**config.mk**
```make
export PLATFORM = sky130hd
export DESIGN_NAME = ckoe_top
export DESIGN_NICKNAME = d
export VERILOG_FILES = /design/src/pkg/ckoe_pkg.sv /design/src/pkg/ckoe_out_if.sv /design/src/verilog/ckoe_sync.sv /design/src/verilog/ckoe_drv.sv /design/src/verilog/ckoe_top.sv
export SDC_FILE = /design/constraint.sdc
export NUM_CORES = 1
export LEC_CHECK = 0
export BUFFER_PORTS_ARGS = -buffer_cell sky130_fd_sc_hd__buf_2
export CORE_ASPECT_RATIO = 0.75
export CORE_UTILIZATION = 40
export DETAILED_ROUTE_END_ITERATION = 10
export PLACE_DENSITY = 0.57
export SLEW_MARGIN = 20
export SYNTH_ARGS = -nofsm -noshare
export SYNTH_HDL_FRONTEND = slang
export SYNTH_HIERARCHICAL = 1
export SYNTH_SLANG_ARGS = --single-unit
```
**constraint.sdc**
```tcl
create_clock -name core_clk_in -period 1.9 [get_ports core_clk_in]
set_clock_uncertainty 0.15 [all_clocks]
set_input_delay 0.38 -clock core_clk_in [delete_from_list [all_inputs] [get_ports core_clk_in]]
set_output_delay 0.38 -clock core_clk_in [all_outputs]
set_load 0.005 [all_outputs]
```
**src/pkg/ckoe_pkg.sv**
```systemverilog
// package: register map, fields and reset values of the clock output control
package ckoe_pkg;
    localparam int NUM_OUT = 7;   // output drivers
    localparam int NUM_LOOP = 4;  // synthesis loops
    localparam int SYNC_W = 6;    // pin, alarm and four unlock inputs
    // global register byte addresses
    localparam logic [15:0] ADDR_KILL = 16'h0102;
    localparam logic [15:0] ADDR_LOS_MASK = 16'h0141;
    localparam logic [15:0] ADDR_UNLOCK_MASK = 16'h0142;
    localparam logic [15:0] ADDR_MODE = 16'h0144;
    localparam logic [15:0] ADDR_INT_STAT = 16'h0150;
    localparam logic [15:0] ADDR_INT_MASK = 16'h0151;
    localparam logic [15:0] ADDR_EN_STAT = 16'h0152;
    // per-output byte addresses, output 0 first
    localparam logic [15:0] ADDR_OE [NUM_OUT] = '{16'h0112, 16'h0117, 16'h011C,
        16'h0126, 16'h012B, 16'h0130, 16'h013A};
    localparam logic [15:0] ADDR_CFG [NUM_OUT] = '{16'h0113, 16'h0118, 16'h011D,
        16'h0127, 16'h012C, 16'h0131, 16'h013B};
    localparam logic [15:0] ADDR_POL [NUM_OUT] = '{16'h0115, 16'h011A, 16'h011F,
        16'h0129, 16'h012E, 16'h0133, 16'h013D};
    // field positions
    localparam int KILL_BIT = 0;
    localparam int LOS_MASK_BIT = 6;
    localparam int OE_BIT = 1;
    localparam int DRV_LSB = 6;
    localparam int DIS_LSB = 4;
    localparam int POL_LSB = 6;
    localparam int INT_XTAL_BIT = 4;
    localparam int INT_W = 5;
    // codes
    localparam logic [2:0] FMT_LVCMOS = 3'h6;
    localparam logic [1:0] DIS_HIGH = 2'h1;
    // values after reset
    localparam logic RST_KILL = 1'b1;
    localparam logic RST_LOS_MASK = 1'b0;
    localparam logic [3:0] RST_UNLOCK_MASK = 4'hF;
    localparam logic RST_MODE = 1'b1;
    localparam logic RST_OE = 1'b1;
    localparam logic [7:0] RST_CFG = 8'hC6;
    localparam logic [1:0] RST_POL = 2'h0;
    localparam logic [INT_W-1:0] RST_INT_MASK = 5'h00;
endpackage : ckoe_pkg

```
**src/pkg/ckoe_out_if.sv**
```systemverilog
// interface: control bundle from the enable logic to one output driver
`timescale 1ns/1ps
interface ckoe_out_if;
    logic src;           // source clock level
    logic en;            // final enable
    logic [1:0] dis_sel; // level while disabled
    logic [1:0] pol;     // polarity field
    logic lvcmos;        // single-ended format
    modport ctl (output src, output en, output dis_sel, output pol, output lvcmos);
    modport drv (input src, input en, input dis_sel, input pol, input lvcmos);
endinterface : ckoe_out_if

```
**src/verilog/ckoe_sync.sv**
```systemverilog
// module: two-stage synchroniser for asynchronous levels
`timescale 1ns/1ps
module ckoe_sync #(
    parameter int W = 1 // number of levels
) (
    input wire logic core_clk_in,
    input wire logic rstn_in,
    input wire logic [W-1:0] async_in,
    output logic [W-1:0] sync_out
);
    logic [W-1:0] meta_reg; // first stage, read only by second
    // both stages reset low; alarms read as clear until sampled
    always_ff @(posedge core_clk_in or negedge rstn_in) begin
        if (!rstn_in) begin
            meta_reg <= '0;
            sync_out <= '0;
        end else begin
            meta_reg <= async_in;
            sync_out <= meta_reg;
        end
    end
endmodule : ckoe_sync

```
**src/verilog/ckoe_drv.sv**
```systemverilog
// module: one output driver, true and complement pins
`timescale 1ns/1ps
module ckoe_drv (
    input wire logic core_clk_in,
    input wire logic rstn_in,
    ckoe_out_if.drv oif,
    output logic true_out,
    output logic comp_out
);
    import ckoe_pkg::*;
    wire dis_hi = (oif.dis_sel == DIS_HIGH); // static level when off
    // polarity only in single-ended mode; differential is always opposite
    wire t_lvl = oif.src ^ (oif.lvcmos & oif.pol[1]);
    wire c_lvl = oif.lvcmos ? (oif.src ^ oif.pol[0]) : ~oif.src;
    // single-ended parks both pins at the level, differential splits them
    wire c_dis = oif.lvcmos ? dis_hi : ~dis_hi;
    // pins registered so they are glitch-free
    always_ff @(posedge core_clk_in or negedge rstn_in) begin
        if (!rstn_in) begin
            true_out <= 1'b0;
            comp_out <= 1'b0;
        end else begin
            true_out <= oif.en ? t_lvl : dis_hi;
            comp_out <= oif.en ? c_lvl : c_dis;
        end
    end
    AST_DIS_LEVEL: assert property (@(posedge core_clk_in) disable iff (!rstn_in)
        !oif.en |=> true_out == $past(dis_hi))
        else $error("disabled output not at selected level");
    AST_IN_PHASE: assert property (@(posedge core_clk_in) disable iff (!rstn_in)
        oif.en && oif.lvcmos && oif.pol == 2'h0 |=> true_out == comp_out)
        else $error("single-ended pins not in phase");
    AST_COMPL: assert property (@(posedge core_clk_in) disable iff (!rstn_in)
        oif.en && oif.lvcmos && oif.pol == 2'h1 |=> true_out != comp_out)
        else $error("complement polarity not applied");
    AST_TOGGLE: assert property (@(posedge core_clk_in) disable iff (!rstn_in)
        oif.en && oif.lvcmos |=> true_out == ($past(oif.src) ^ $past(oif.pol[1])))
        else $error("enabled output does not follow source");
endmodule : ckoe_drv

```
**src/verilog/ckoe_top.sv**
```systemverilog
// module: enable, disable level and polarity control of seven clock outputs
//
// How it works
// - outputs_off_pin high disables every driver
// - each output also disabled by its own bit
// - disabled driver holds selected static level
// - unlock keeps clocks unless standard-mode option set and loop mask bit cleared
// - crystal_loss_alarm follows crystal failure
// - crystal loss disables all outputs by default
// - single-ended mode drives clock on both pins
// - pins in phase after reset
// - polarity field sets pin polarities, single-ended
// - drive field picks impedance step per output
// - global_output_kill low disables all outputs
// - per_output_enable_bit works only with pin low
// - unlock_disable_mask per loop, default keeps enabled
// - disabled_level_select field sets disabled level
//
// Implementation choice: the plain strobed port.
`timescale 1ns/1ps
module ckoe_top #(
    // loop feeding each output, two bits per output
    parameter logic [13:0] OUT_LOOP_MAP = 14'h0000
) (
    input wire logic core_clk_in,
    input wire logic rstn_in,
    input wire logic [15:0] addr_in,
    input wire logic [7:0] wr_data_in,
    input wire logic wr_strobe_in,
    input wire logic rd_strobe_in,
    output logic [7:0] rd_data_out,
    input wire logic outputs_off_pin_in,
    input wire logic crystal_fail_in,
    input wire logic [ckoe_pkg::NUM_LOOP-1:0] pll_unlock_in,
    input wire logic [ckoe_pkg::NUM_OUT-1:0] src_clk_in,
    output logic [ckoe_pkg::NUM_OUT-1:0] true_pin_out,
    output logic [ckoe_pkg::NUM_OUT-1:0] complement_pin_out,
    output logic [2*ckoe_pkg::NUM_OUT-1:0] drive_select_out,
    output logic crystal_loss_alarm_out,
    output logic irq_out
);
    import ckoe_pkg::*;

    // synchronised inputs
    logic [SYNC_W-1:0] sync_w;   // {unlock[3:0], crystal, pin}
    logic off_s;                 // pin, clock domain
    logic xtal_s;                // crystal failure, clock domain
    logic [NUM_LOOP-1:0] unl_s;  // unlock per loop

    // software registers
    logic kill_reg;                    // 1 lets per-output bits rule
    logic los_mask_reg;                // 1 keeps outputs on crystal loss
    logic [NUM_LOOP-1:0] umask_reg;    // 1 keeps outputs on unlock
    logic mode_reg;                    // standard input mode
    logic [NUM_OUT-1:0] oe_reg;        // per-output enables
    logic [7:0] cfg_reg [NUM_OUT];     // drive, level, sync, format
    logic [1:0] pol_reg [NUM_OUT];     // polarity fields
    logic [INT_W-1:0] imask_reg;       // interrupt mask

    // status and outputs
    logic [NUM_OUT-1:0] en_reg;        // final enables
    logic [NUM_OUT-1:0] en_next;       // next final enables
    logic [INT_W-1:0] stat_reg;        // sticky events
    logic [INT_W-1:0] stat_next;       // next sticky events
    logic [INT_W-1:0] ev_prev_reg;     // event levels one cycle ago
    logic [7:0] rd_next;               // read mux result

    // decode
    logic [NUM_OUT-1:0] hit_oe;        // per-output enable byte
    logic [NUM_OUT-1:0] hit_cfg;       // per-output config byte
    logic [NUM_OUT-1:0] hit_pol;       // per-output polarity byte
    wire hit_kill = (addr_in == ADDR_KILL);
    wire hit_los = (addr_in == ADDR_LOS_MASK);
    wire hit_umask = (addr_in == ADDR_UNLOCK_MASK);
    wire hit_mode = (addr_in == ADDR_MODE);
    wire hit_stat = (addr_in == ADDR_INT_STAT);
    wire hit_imask = (addr_in == ADDR_INT_MASK);
    wire hit_en = (addr_in == ADDR_EN_STAT);

    // decoded write strobes
    wire wr_kill = wr_strobe_in & hit_kill;
    wire wr_los = wr_strobe_in & hit_los;
    wire wr_umask = wr_strobe_in & hit_umask;
    wire wr_mode = wr_strobe_in & hit_mode;
    wire wr_stat = wr_strobe_in & hit_stat;
    wire wr_imask = wr_strobe_in & hit_imask;

    // loop lookup, used for mask and level alike
    function automatic logic [1:0] loop_of(input int idx);
        loop_of = OUT_LOOP_MAP[2*idx +: 2];
    endfunction : loop_of

    // pin and alarms cross into the clock domain first
    ckoe_sync #(
        .W(SYNC_W)
    ) u_sync (
        .core_clk_in(core_clk_in),
        .rstn_in(rstn_in),
        .async_in({pll_unlock_in, crystal_fail_in, outputs_off_pin_in}),
        .sync_out(sync_w)
    );

    assign off_s = sync_w[0];
    assign xtal_s = sync_w[1];
    assign unl_s = sync_w[5:2];

    // crystal disable source, maskable
    wire xtal_kill = xtal_s & ~los_mask_reg;

    // common gate of all outputs
    wire all_ok = ~off_s & kill_reg & ~xtal_kill;

    // per-output enable, drivers and decode
    genvar gi;
    generate
        for (gi = 0; gi < NUM_OUT; gi++) begin : g_out
            ckoe_out_if oif ();
            // unlock only disables in standard mode with mask cleared
            wire unl_kill = mode_reg & unl_s[loop_of(gi)]
                & ~umask_reg[loop_of(gi)];
            // pin low is needed before the own bit can enable
            assign en_next[gi] = all_ok & oe_reg[gi] & ~unl_kill;
            assign hit_oe[gi] = (addr_in == ADDR_OE[gi]);
            assign hit_cfg[gi] = (addr_in == ADDR_CFG[gi]);
            assign hit_pol[gi] = (addr_in == ADDR_POL[gi]);
            assign oif.src = src_clk_in[gi];
            assign oif.en = en_reg[gi];
            assign oif.dis_sel = cfg_reg[gi][DIS_LSB +: 2];
            assign oif.pol = pol_reg[gi];
            assign oif.lvcmos = (cfg_reg[gi][2:0] == FMT_LVCMOS);
            // drive code goes to the pad impedance selector
            assign drive_select_out[2*gi +: 2] = cfg_reg[gi][DRV_LSB +: 2];
            ckoe_drv u_drv (
                .core_clk_in(core_clk_in),
                .rstn_in(rstn_in),
                .oif(oif),
                .true_out(true_pin_out[gi]),
                .comp_out(complement_pin_out[gi])
            );
            // per-output registers
            always_ff @(posedge core_clk_in or negedge rstn_in) begin
                if (!rstn_in) begin
                    oe_reg[gi] <= RST_OE;
                    cfg_reg[gi] <= RST_CFG;
                    pol_reg[gi] <= RST_POL;
                end else if (wr_strobe_in) begin
                    if (hit_oe[gi]) begin
                        oe_reg[gi] <= wr_data_in[OE_BIT];
                    end
                    if (hit_cfg[gi]) begin
                        cfg_reg[gi] <= wr_data_in;
                    end
                    if (hit_pol[gi]) begin
                        pol_reg[gi] <= wr_data_in[POL_LSB +: 2];
                    end
                end
            end
        end
    endgenerate

    // global control registers
    always_ff @(posedge core_clk_in or negedge rstn_in) begin
        if (!rstn_in) begin
            kill_reg <= RST_KILL;
            los_mask_reg <= RST_LOS_MASK;
            umask_reg <= RST_UNLOCK_MASK;
            mode_reg <= RST_MODE;
            imask_reg <= RST_INT_MASK;
        end else begin
            if (wr_kill) begin
                kill_reg <= wr_data_in[KILL_BIT];
            end
            if (wr_los) begin
                los_mask_reg <= wr_data_in[LOS_MASK_BIT];
            end
            if (wr_umask) begin
                umask_reg <= wr_data_in[NUM_LOOP-1:0];
            end
            if (wr_mode) begin
                mode_reg <= wr_data_in[0];
            end
            if (wr_imask) begin
                imask_reg <= wr_data_in[INT_W-1:0];
            end
        end
    end

    // final enables, one cycle after the synchronisers
    always_ff @(posedge core_clk_in or negedge rstn_in) begin
        if (!rstn_in) begin
            en_reg <= '0;
        end else begin
            en_reg <= en_next;
        end
    end

    // alarm output mirrors the synchronised failure
    always_ff @(posedge core_clk_in or negedge rstn_in) begin
        if (!rstn_in) begin
            crystal_loss_alarm_out <= 1'b0;
        end else begin
            crystal_loss_alarm_out <= xtal_s;
        end
    end

    // rising edges of alarms become sticky events
    wire [INT_W-1:0] ev_lvl = {xtal_s, unl_s};
    wire [INT_W-1:0] ev_rise = ev_lvl & ~ev_prev_reg;
    // write one clears, but a new edge in the same cycle wins
    assign stat_next = (stat_reg & ~(wr_stat ? wr_data_in[INT_W-1:0] : '0)) | ev_rise;

    // event bookkeeping; irq sees a mask written in the same cycle so it never lags
    always_ff @(posedge core_clk_in or negedge rstn_in) begin
        if (!rstn_in) begin
            ev_prev_reg <= '0;
            stat_reg <= '0;
            irq_out <= 1'b0;
        end else begin
            ev_prev_reg <= ev_lvl;
            stat_reg <= stat_next;
            irq_out <= |(stat_next & (wr_imask ? wr_data_in[INT_W-1:0] : imask_reg));
        end
    end

    // read mux; unmapped addresses read zero
    always_comb begin
        rd_next = 8'h00;
        if (hit_kill) begin
            rd_next[KILL_BIT] = kill_reg;
        end
        if (hit_los) begin
            rd_next[LOS_MASK_BIT] = los_mask_reg;
        end
        if (hit_umask) begin
            rd_next[NUM_LOOP-1:0] = umask_reg;
        end
        if (hit_mode) begin
            rd_next[0] = mode_reg;
        end
        if (hit_stat) begin
            rd_next[INT_W-1:0] = stat_reg;
        end
        if (hit_imask) begin
            rd_next[INT_W-1:0] = imask_reg;
        end
        if (hit_en) begin
            rd_next[NUM_OUT-1:0] = en_reg;
        end
        for (int i = 0; i < NUM_OUT; i++) begin
            if (hit_oe[i]) begin
                rd_next[OE_BIT] = oe_reg[i];
            end
            if (hit_cfg[i]) begin
                rd_next = cfg_reg[i];
            end
            if (hit_pol[i]) begin
                rd_next[POL_LSB +: 2] = pol_reg[i];
            end
        end
    end

    // read data stands only in the cycle after the strobe
    always_ff @(posedge core_clk_in or negedge rstn_in) begin
        if (!rstn_in) begin
            rd_data_out <= 8'h00;
        end else begin
            rd_data_out <= rd_strobe_in ? rd_next : 8'h00;
        end
    end

    // checks on the enable combination, alarm, interrupt and read data
    AST_PIN_OFF: assert property (@(posedge core_clk_in) disable iff (!rstn_in)
        off_s |=> en_reg == '0)
        else $error("pin high but an output is enabled");
    AST_PIN_SYNC: assert property (@(posedge core_clk_in) disable iff (!rstn_in)
        outputs_off_pin_in [*3] |=> en_reg == '0)
        else $error("pin not honoured after two sync stages");
    AST_OWN_BIT: assert property (@(posedge core_clk_in) disable iff (!rstn_in)
        !oe_reg[0] |=> !en_reg[0])
        else $error("output 0 enabled with its bit cleared");
    AST_OWN_ON: assert property (@(posedge core_clk_in) disable iff (!rstn_in)
        !off_s && kill_reg && oe_reg[3] && !xtal_s && umask_reg == 4'hF |=> en_reg[3])
        else $error("output 3 not enabled with pin low and bit set");
    AST_KILL: assert property (@(posedge core_clk_in) disable iff (!rstn_in)
        !kill_reg |=> en_reg == '0)
        else $error("global kill low but an output is enabled");
    AST_XTAL_OFF: assert property (@(posedge core_clk_in) disable iff (!rstn_in)
        xtal_s && !los_mask_reg |=> en_reg == '0)
        else $error("crystal loss did not disable outputs");
    AST_ALARM: assert property (@(posedge core_clk_in) disable iff (!rstn_in)
        $rose(xtal_s) |=> crystal_loss_alarm_out ##1 stat_reg[INT_XTAL_BIT])
        else $error("crystal alarm or event missing");
    AST_UNLOCK_DIS: assert property (@(posedge core_clk_in) disable iff (!rstn_in)
        mode_reg && unl_s[loop_of(0)] && !umask_reg[loop_of(0)] |=> !en_reg[0])
        else $error("unlock did not disable output 0");
    AST_UNLOCK_KEEP: assert property (@(posedge core_clk_in) disable iff (!rstn_in)
        unl_s != 4'h0 && !off_s && kill_reg && oe_reg[0] && !xtal_s
        && umask_reg == 4'hF |=> en_reg[0])
        else $error("unlock disabled output 0 while masked");
    AST_IRQ: assert property (@(posedge core_clk_in) disable iff (!rstn_in)
        (stat_reg & imask_reg) != '0 |-> irq_out)
        else $error("unmasked event without interrupt");
    AST_RD: assert property (@(posedge core_clk_in) disable iff (!rstn_in)
        rd_strobe_in && hit_kill |=> rd_data_out == {7'h00, $past(kill_reg)})
        else $error("read data wrong for global kill");

    // main scenarios
    COV_PIN_OFF: cover property (@(posedge core_clk_in) disable iff (!rstn_in)
        en_reg != '0 ##1 off_s ##1 en_reg == '0);
    COV_XTAL_IRQ: cover property (@(posedge core_clk_in) disable iff (!rstn_in)
        $rose(xtal_s) ##[1:3] irq_out);
    COV_UNLOCK: cover property (@(posedge core_clk_in) disable iff (!rstn_in)
        mode_reg && !umask_reg[0] && unl_s[0] ##1 en_reg == '0);
endmodule : ckoe_top

```
* Word level (Yosys, flattened, before mapping)
Index checks and enable logic that the tools add are counted.
Word-level totals: logic and storage cells 242, output and inout port bits 38, input bits 41, register bits 142
Cells by class: muxes and demuxes 59, reduce and logical (&&, ||, !) cells 22, equal/unequal tests 42, bitwise gates (word level) 71
Operators with widths (count):
- $eq 16x9->1 const B | 28
- $mux 8 | 8
- $reduce_and 2->1 | 21
- $mux 1 | 38
- $and 1x1->1 | 32
- $eq 3x3->1 const B | 7
- $mux 5 | 4
- $not 1->1 | 19
- $and 5x5->5 | 3
- $eq 2x1->1 const B | 7
- $mux 2 | 7
- $xor 1x1->1 | 14
- $not 5->5 | 2
- $mux 7 | 1
- $or 5x5->5 | 1
- $reduce_or 5->1 | 1
- $mux 4 | 1

* Logic depth before layout (Yosys ltp)
depth after elaboration 23, mapped depth 8, gate-level depth less buffers 6

* Modules after synthesis
Netlist, hierarchy kept.
By module, submodules not included:
- ckoe_top | instances 1, cells each 547, sequential area each 2929.1 um2, area each 6053.3 um2
- ckoe_drv | instances 7, cells each 10, sequential area each 50.0 um2, area each 112.6 um2
- ckoe_sync | instances 1, cells each 12, sequential area each 300.3 um2, area each 300.3 um2

* Worst setup path before layout
No wires, ideal clock.
path kind input port to flip-flop, start input port addr_in[9], end register irq_out, path buffers 1, required time 1.619 ns, setup slack -0.718 ns, stages on the path 7, data arrival time 2.337 ns, setup time 0.131 ns, cells stage by stage or4b_4 > buf_6 > nor4_4 > nand3_1 > a2bb2oi_2 > a2bb2o_4 > or3_1
On the way: cells in the longest elaborated chain, start to end 8, elaborated cells on any way between the ends 11, those cells by class eq/ne (2); mux (2); bitwise (6); reduce/logical (1)
Ends and longest elaborated chain:
- start: declaration | RTL line ckoe_top.sv:27 | input wire logic [15:0] addr_in,
- $eq 16x9->1 | RTL line ckoe_top.sv:76 | wire hit_stat = (addr_in == ADDR_INT_STAT);
- $and 1x1->1 | RTL line ckoe_top.sv:85 | wire wr_stat = wr_strobe_in & hit_stat;
- $mux 5 | RTL line ckoe_top.sv:210 | assign stat_next = (stat_reg & ~(wr_stat ? wr_data_in[INT_W-1:0] : '0)) | ev_rise;
- $not 5->5 | RTL line ckoe_top.sv:210
- $and 5x5->5 | RTL line ckoe_top.sv:210
- $or 5x5->5 | RTL line ckoe_top.sv:210
- $and 5x5->5 * | RTL line ckoe_top.sv:221 | irq_out <= |(stat_next & (wr_imask ? wr_data_in[INT_W-1:0] : imask_reg));
- $reduce_or 5->1 * | RTL line ckoe_top.sv:221
- end signal: assignment | RTL line ckoe_top.sv:221
- end: declaration | RTL line ckoe_top.sv:40 | output logic irq_out
Every way passes the cells marked *; elsewhere a longest branch is shown, timed or not. A chain may end at the register's enable or synchronous reset.

* Worst setup path in the final report
start input port addr_in[3], end register irq_out
The elaborated chain is that of the path after synthesis.

==> flow_summary_export.csv <==
group,metric,value,unit
floorplan,core_area,17130,sq um
sta,fin_crit_sh,1.248,
detailed_routing,ant_nets,0,
pwr,p_total,6995,uW
critical_path,reg2reg_from,"g_out[1].oif.pol[1]$_DFFE_PN0P_",
critical_path,critical_path_class,"in2reg",
global_route,grt_pass1_wl,37250,microns
placement,port_buffers,78,
floorplan,die-height,117.7,microns
clocking,worstSkewPairLatency,0.43,ns
detailed_routing,wirelength,24760,microns
clocking,clkTransAtPathRegs,0.06,ns
synth,synth_warnings,6,
floorplan,ioPinCount,79,
critical_path,critical-path-top-delay-family,"simple AND/OR/NAND/NOR gates",
cells_and_area,layout-drive-gt1-share,0.5641,
critical_path,cp_slowest_stage_delay,0.55,ns
critical_path,startpoint_type,"input port",
worst_hold_path,min_from,"wr_data_in[1]",
synth,yosysTopAreaCell,"dfrtp_1",
synth,syn_area,7142,sq um
floorplan,start_util,0.4168,
sta,worst_slew_pin_slew,0.4711,ns
detailed_routing,drt-initial-drc-count,511,
detailed_routing,via_per_inst,5.567,
clocking,clockBufferDepth,2,
critical_path,slowest_stage,"or4b_4",
synth,synth_most_common_cell,"dfrtp_1",
detailed_routing,drt_pass1_iterations,5,
synth,synth-main-ff-cell,"dfrtp_1",
placement,gp_congestion,0.9309,
synth,synthArstFlopShare,1.000,
sta,max_freq,0.4216,GHz
flow_run,cap_violations,0,
sta,setup_viol,65,
sta,max_slew_margin,0.6848,
critical_path,path_cells,"buf_2 > or4b_4 > nor4_4 > nand2_2 > mux2_4 > a2bb2o_4 > or3_1",
clocking,cts.sinks,141,
cells_and_area,fin_util,0.6094,
sta,slew_violations,0,
floorplan,die_w,156.3,microns
cells_and_area,area_growth_syn_to_layout,46.20,%
cells_and_area,layout.nets,902,
outcome,violations,"negative setup slack",
global_route,overflow,0,
global_route,antenna_found_initial,0,
detailed_routing,drc,0,
critical_path,crit_required,2.05,ns
placement,hpwl,18580,microns
critical_path,crit_buf_inv,1,
detailed_routing,vias,6179,
clocking,htree_levels,4,
floorplan,fp-row-count,41,
clocking,root_buffer,"clkbuf_16",
cells_and_area,largest_reg_flops,42,
pwr,leakagePower,0.004826,uW
floorplan,die_area,18400,sq um
synth,synth_cells,629,
clocking,cts_buffers,17,
pwr,ir_drop,0.4982,mV
global_route,grt_pass1_vias,6142,
pwr,power_density,669.9,nW/um^2
outcome,run_status,"finished, violations left",
clocking,cts_tree,"done",
cells_and_area,diodes,0,
synth,synth_fp_nets,670,
critical_path,startpoint,"addr_in[3]",
synth,synth.distinct_cells,66,
critical_path,path_max_fanout,5,
detailed_routing,routedWlPerCell,22.31,microns
sta,grt_setup_unrepaired,"true",
global_route,track_usage,0.2771,
synth,synth_edf_count,0,
synth,ys_top_cells_by_area,"dfrtp_1, dfstp_2, mux2_2",
synth,ys_ff_latch,141,
synth,synth_top_cell_area_share,0.3504,
critical_path,cp.arrival,2.53,ns
synth,avgSynthCellArea,11.35,sq um
critical_path,end_kind,"flop",
worst_hold_path,hp-class,"in2reg",
sta,timing.final.hold_violations,0,
global_route,grt_max_degree,39,
sta,period_minus_slack,2.372,ns
synth,ys_top_cells_by_count,"dfrtp_1, mux2_2, nand2_1",
synth,yosysSeqAreaShare,0.5012,
sta,worst_slack,-0.4719,ns
[cells in the final DEF, fill, tap and decap left out, types with 5 or more instances in the layout]
master         netlist  final
dlygate4sd3_1        0      7
nand4_1             10     10
nand2_4              0      6
buf_2                3     71
buf_6                2     32
a32oi_1              8      5
nand2_1             46     39
clkbuf_16            0     18
nor4_4               2     11
nor2_4               0      8
buf_4               14    137
xor2_1               7      7
mux2_2              87     77
or4b_4               1      7
nor3_4               1      7
a22oi_1             10      6
nand3_1             23     20
a21oi_1             10      7
nand2b_1            22     21
mux2i_1             18     17
mux2_4               1     11
and2_1               7      7
buf_12               0      9
nor2b_1              6      5
dfstp_2             41     41
nor2_1              31     22
inv_1               15     15
dfrtp_1            100    100
nor3_1              15      8
o21ai_0             13      9
xnor2_1             14     14
[per-stage QoR]
| stage | TNS (ns) | cell area, sq um | cells | hold slack, ns | worst slack, ns |
|---|---|---|---|---|---|
| after floorplan | -22.78 | 7471 | 629 | -0.06559 | -0.7104 |
| after global placement | -56.46 | 8936 | 1033 | 0.1754 | -0.8679 |
| after detailed placement | -57.12 | 8936 | 1033 | 0.1772 | -0.9549 |
| after CTS | -6.342 | 9897 | 1080 | 0.1174 | -0.4185 |
| after global routing | -12.26 | 10440 | 1110 | 0.1223 | -0.4713 |
| final | -9.854 | 10440 | 1110 | 0.1156 | -0.4719 |
[where the power goes]
part | internal [uW] | switching [uW]
Clock | 2000 | 1390
Sequential | 3030 | 8.78
Combinational | 250 | 319
Total | 5270 | 1720
[logic make-up after synthesis]
logic type      share of synthesized area
simple gates                       0.1740
buf+inv                           0.04169
xor+xnor                          0.02575
mux                                0.1645
flops                              0.5012
compound gates                    0.09285
[area by class of cell]
class | count | area (sq um)
clock buffers | 19 | 442.9
clock inverters | 13 | 152.6
fillers | 1441 | 6693
inverters | 15 | 56.30
multi-input cells | 428 | 3880
flip-flops and latches | 141 | 3580
well taps | 236 | 295.3
repair buffers | 258 | 2034
[worst paths after layout]
kind,slack (ns),depth (start not counted),to
setup / recovery,-0.47,7,irq_out$_DFF_PN0_
hold / removal,0.12,3,imask_reg[1]$_DFF_PN0_
setup reg to reg,0.02,7,rd_data_out[7]$_DFF_PN0_
hold reg to reg,0.20,0,u_sync/sync_out[0]$_DFF_PN0_
max in group asynchronous,0.69,3,cfg_reg[42]$_DFFE_PN1P_
min in group asynchronous,0.30,2,g_out[0].oif.pol[0]$_DFFE_PN0P_
[tightest hold or removal path: stages]
cell	delay [ns]
buf_2	0.12
mux2i_2	0.09
inv_1	0.07
[repair_timing]
item | 4_1_cts | 5_1_grt
pin swaps | 20 | 45
gates cloned | 0 | 1
endpoints found under the setup margin | 73 | 67
endpoints found under the hold margin | 28 | 0
setup buffers | 9 | 31
resized for setup | 52 | 61
hold buffers | 7 | 0
[metal layers]
layer / GRT usage / vias to the layer above / routed length, microns / part of all wire
met5: 0 / - / 0 / 0
met4: 0.07966 / 0 / 408 / 0.016
met3: 0.05339 / 27 / 1611 / 0.065
met2: 0.4054 / 221 / 10870 / 0.44
met1: 0.4126 / 3155 / 11880 / 0.48
li1: - / 2776 / - / -
(Power assumes the default switching activity.)
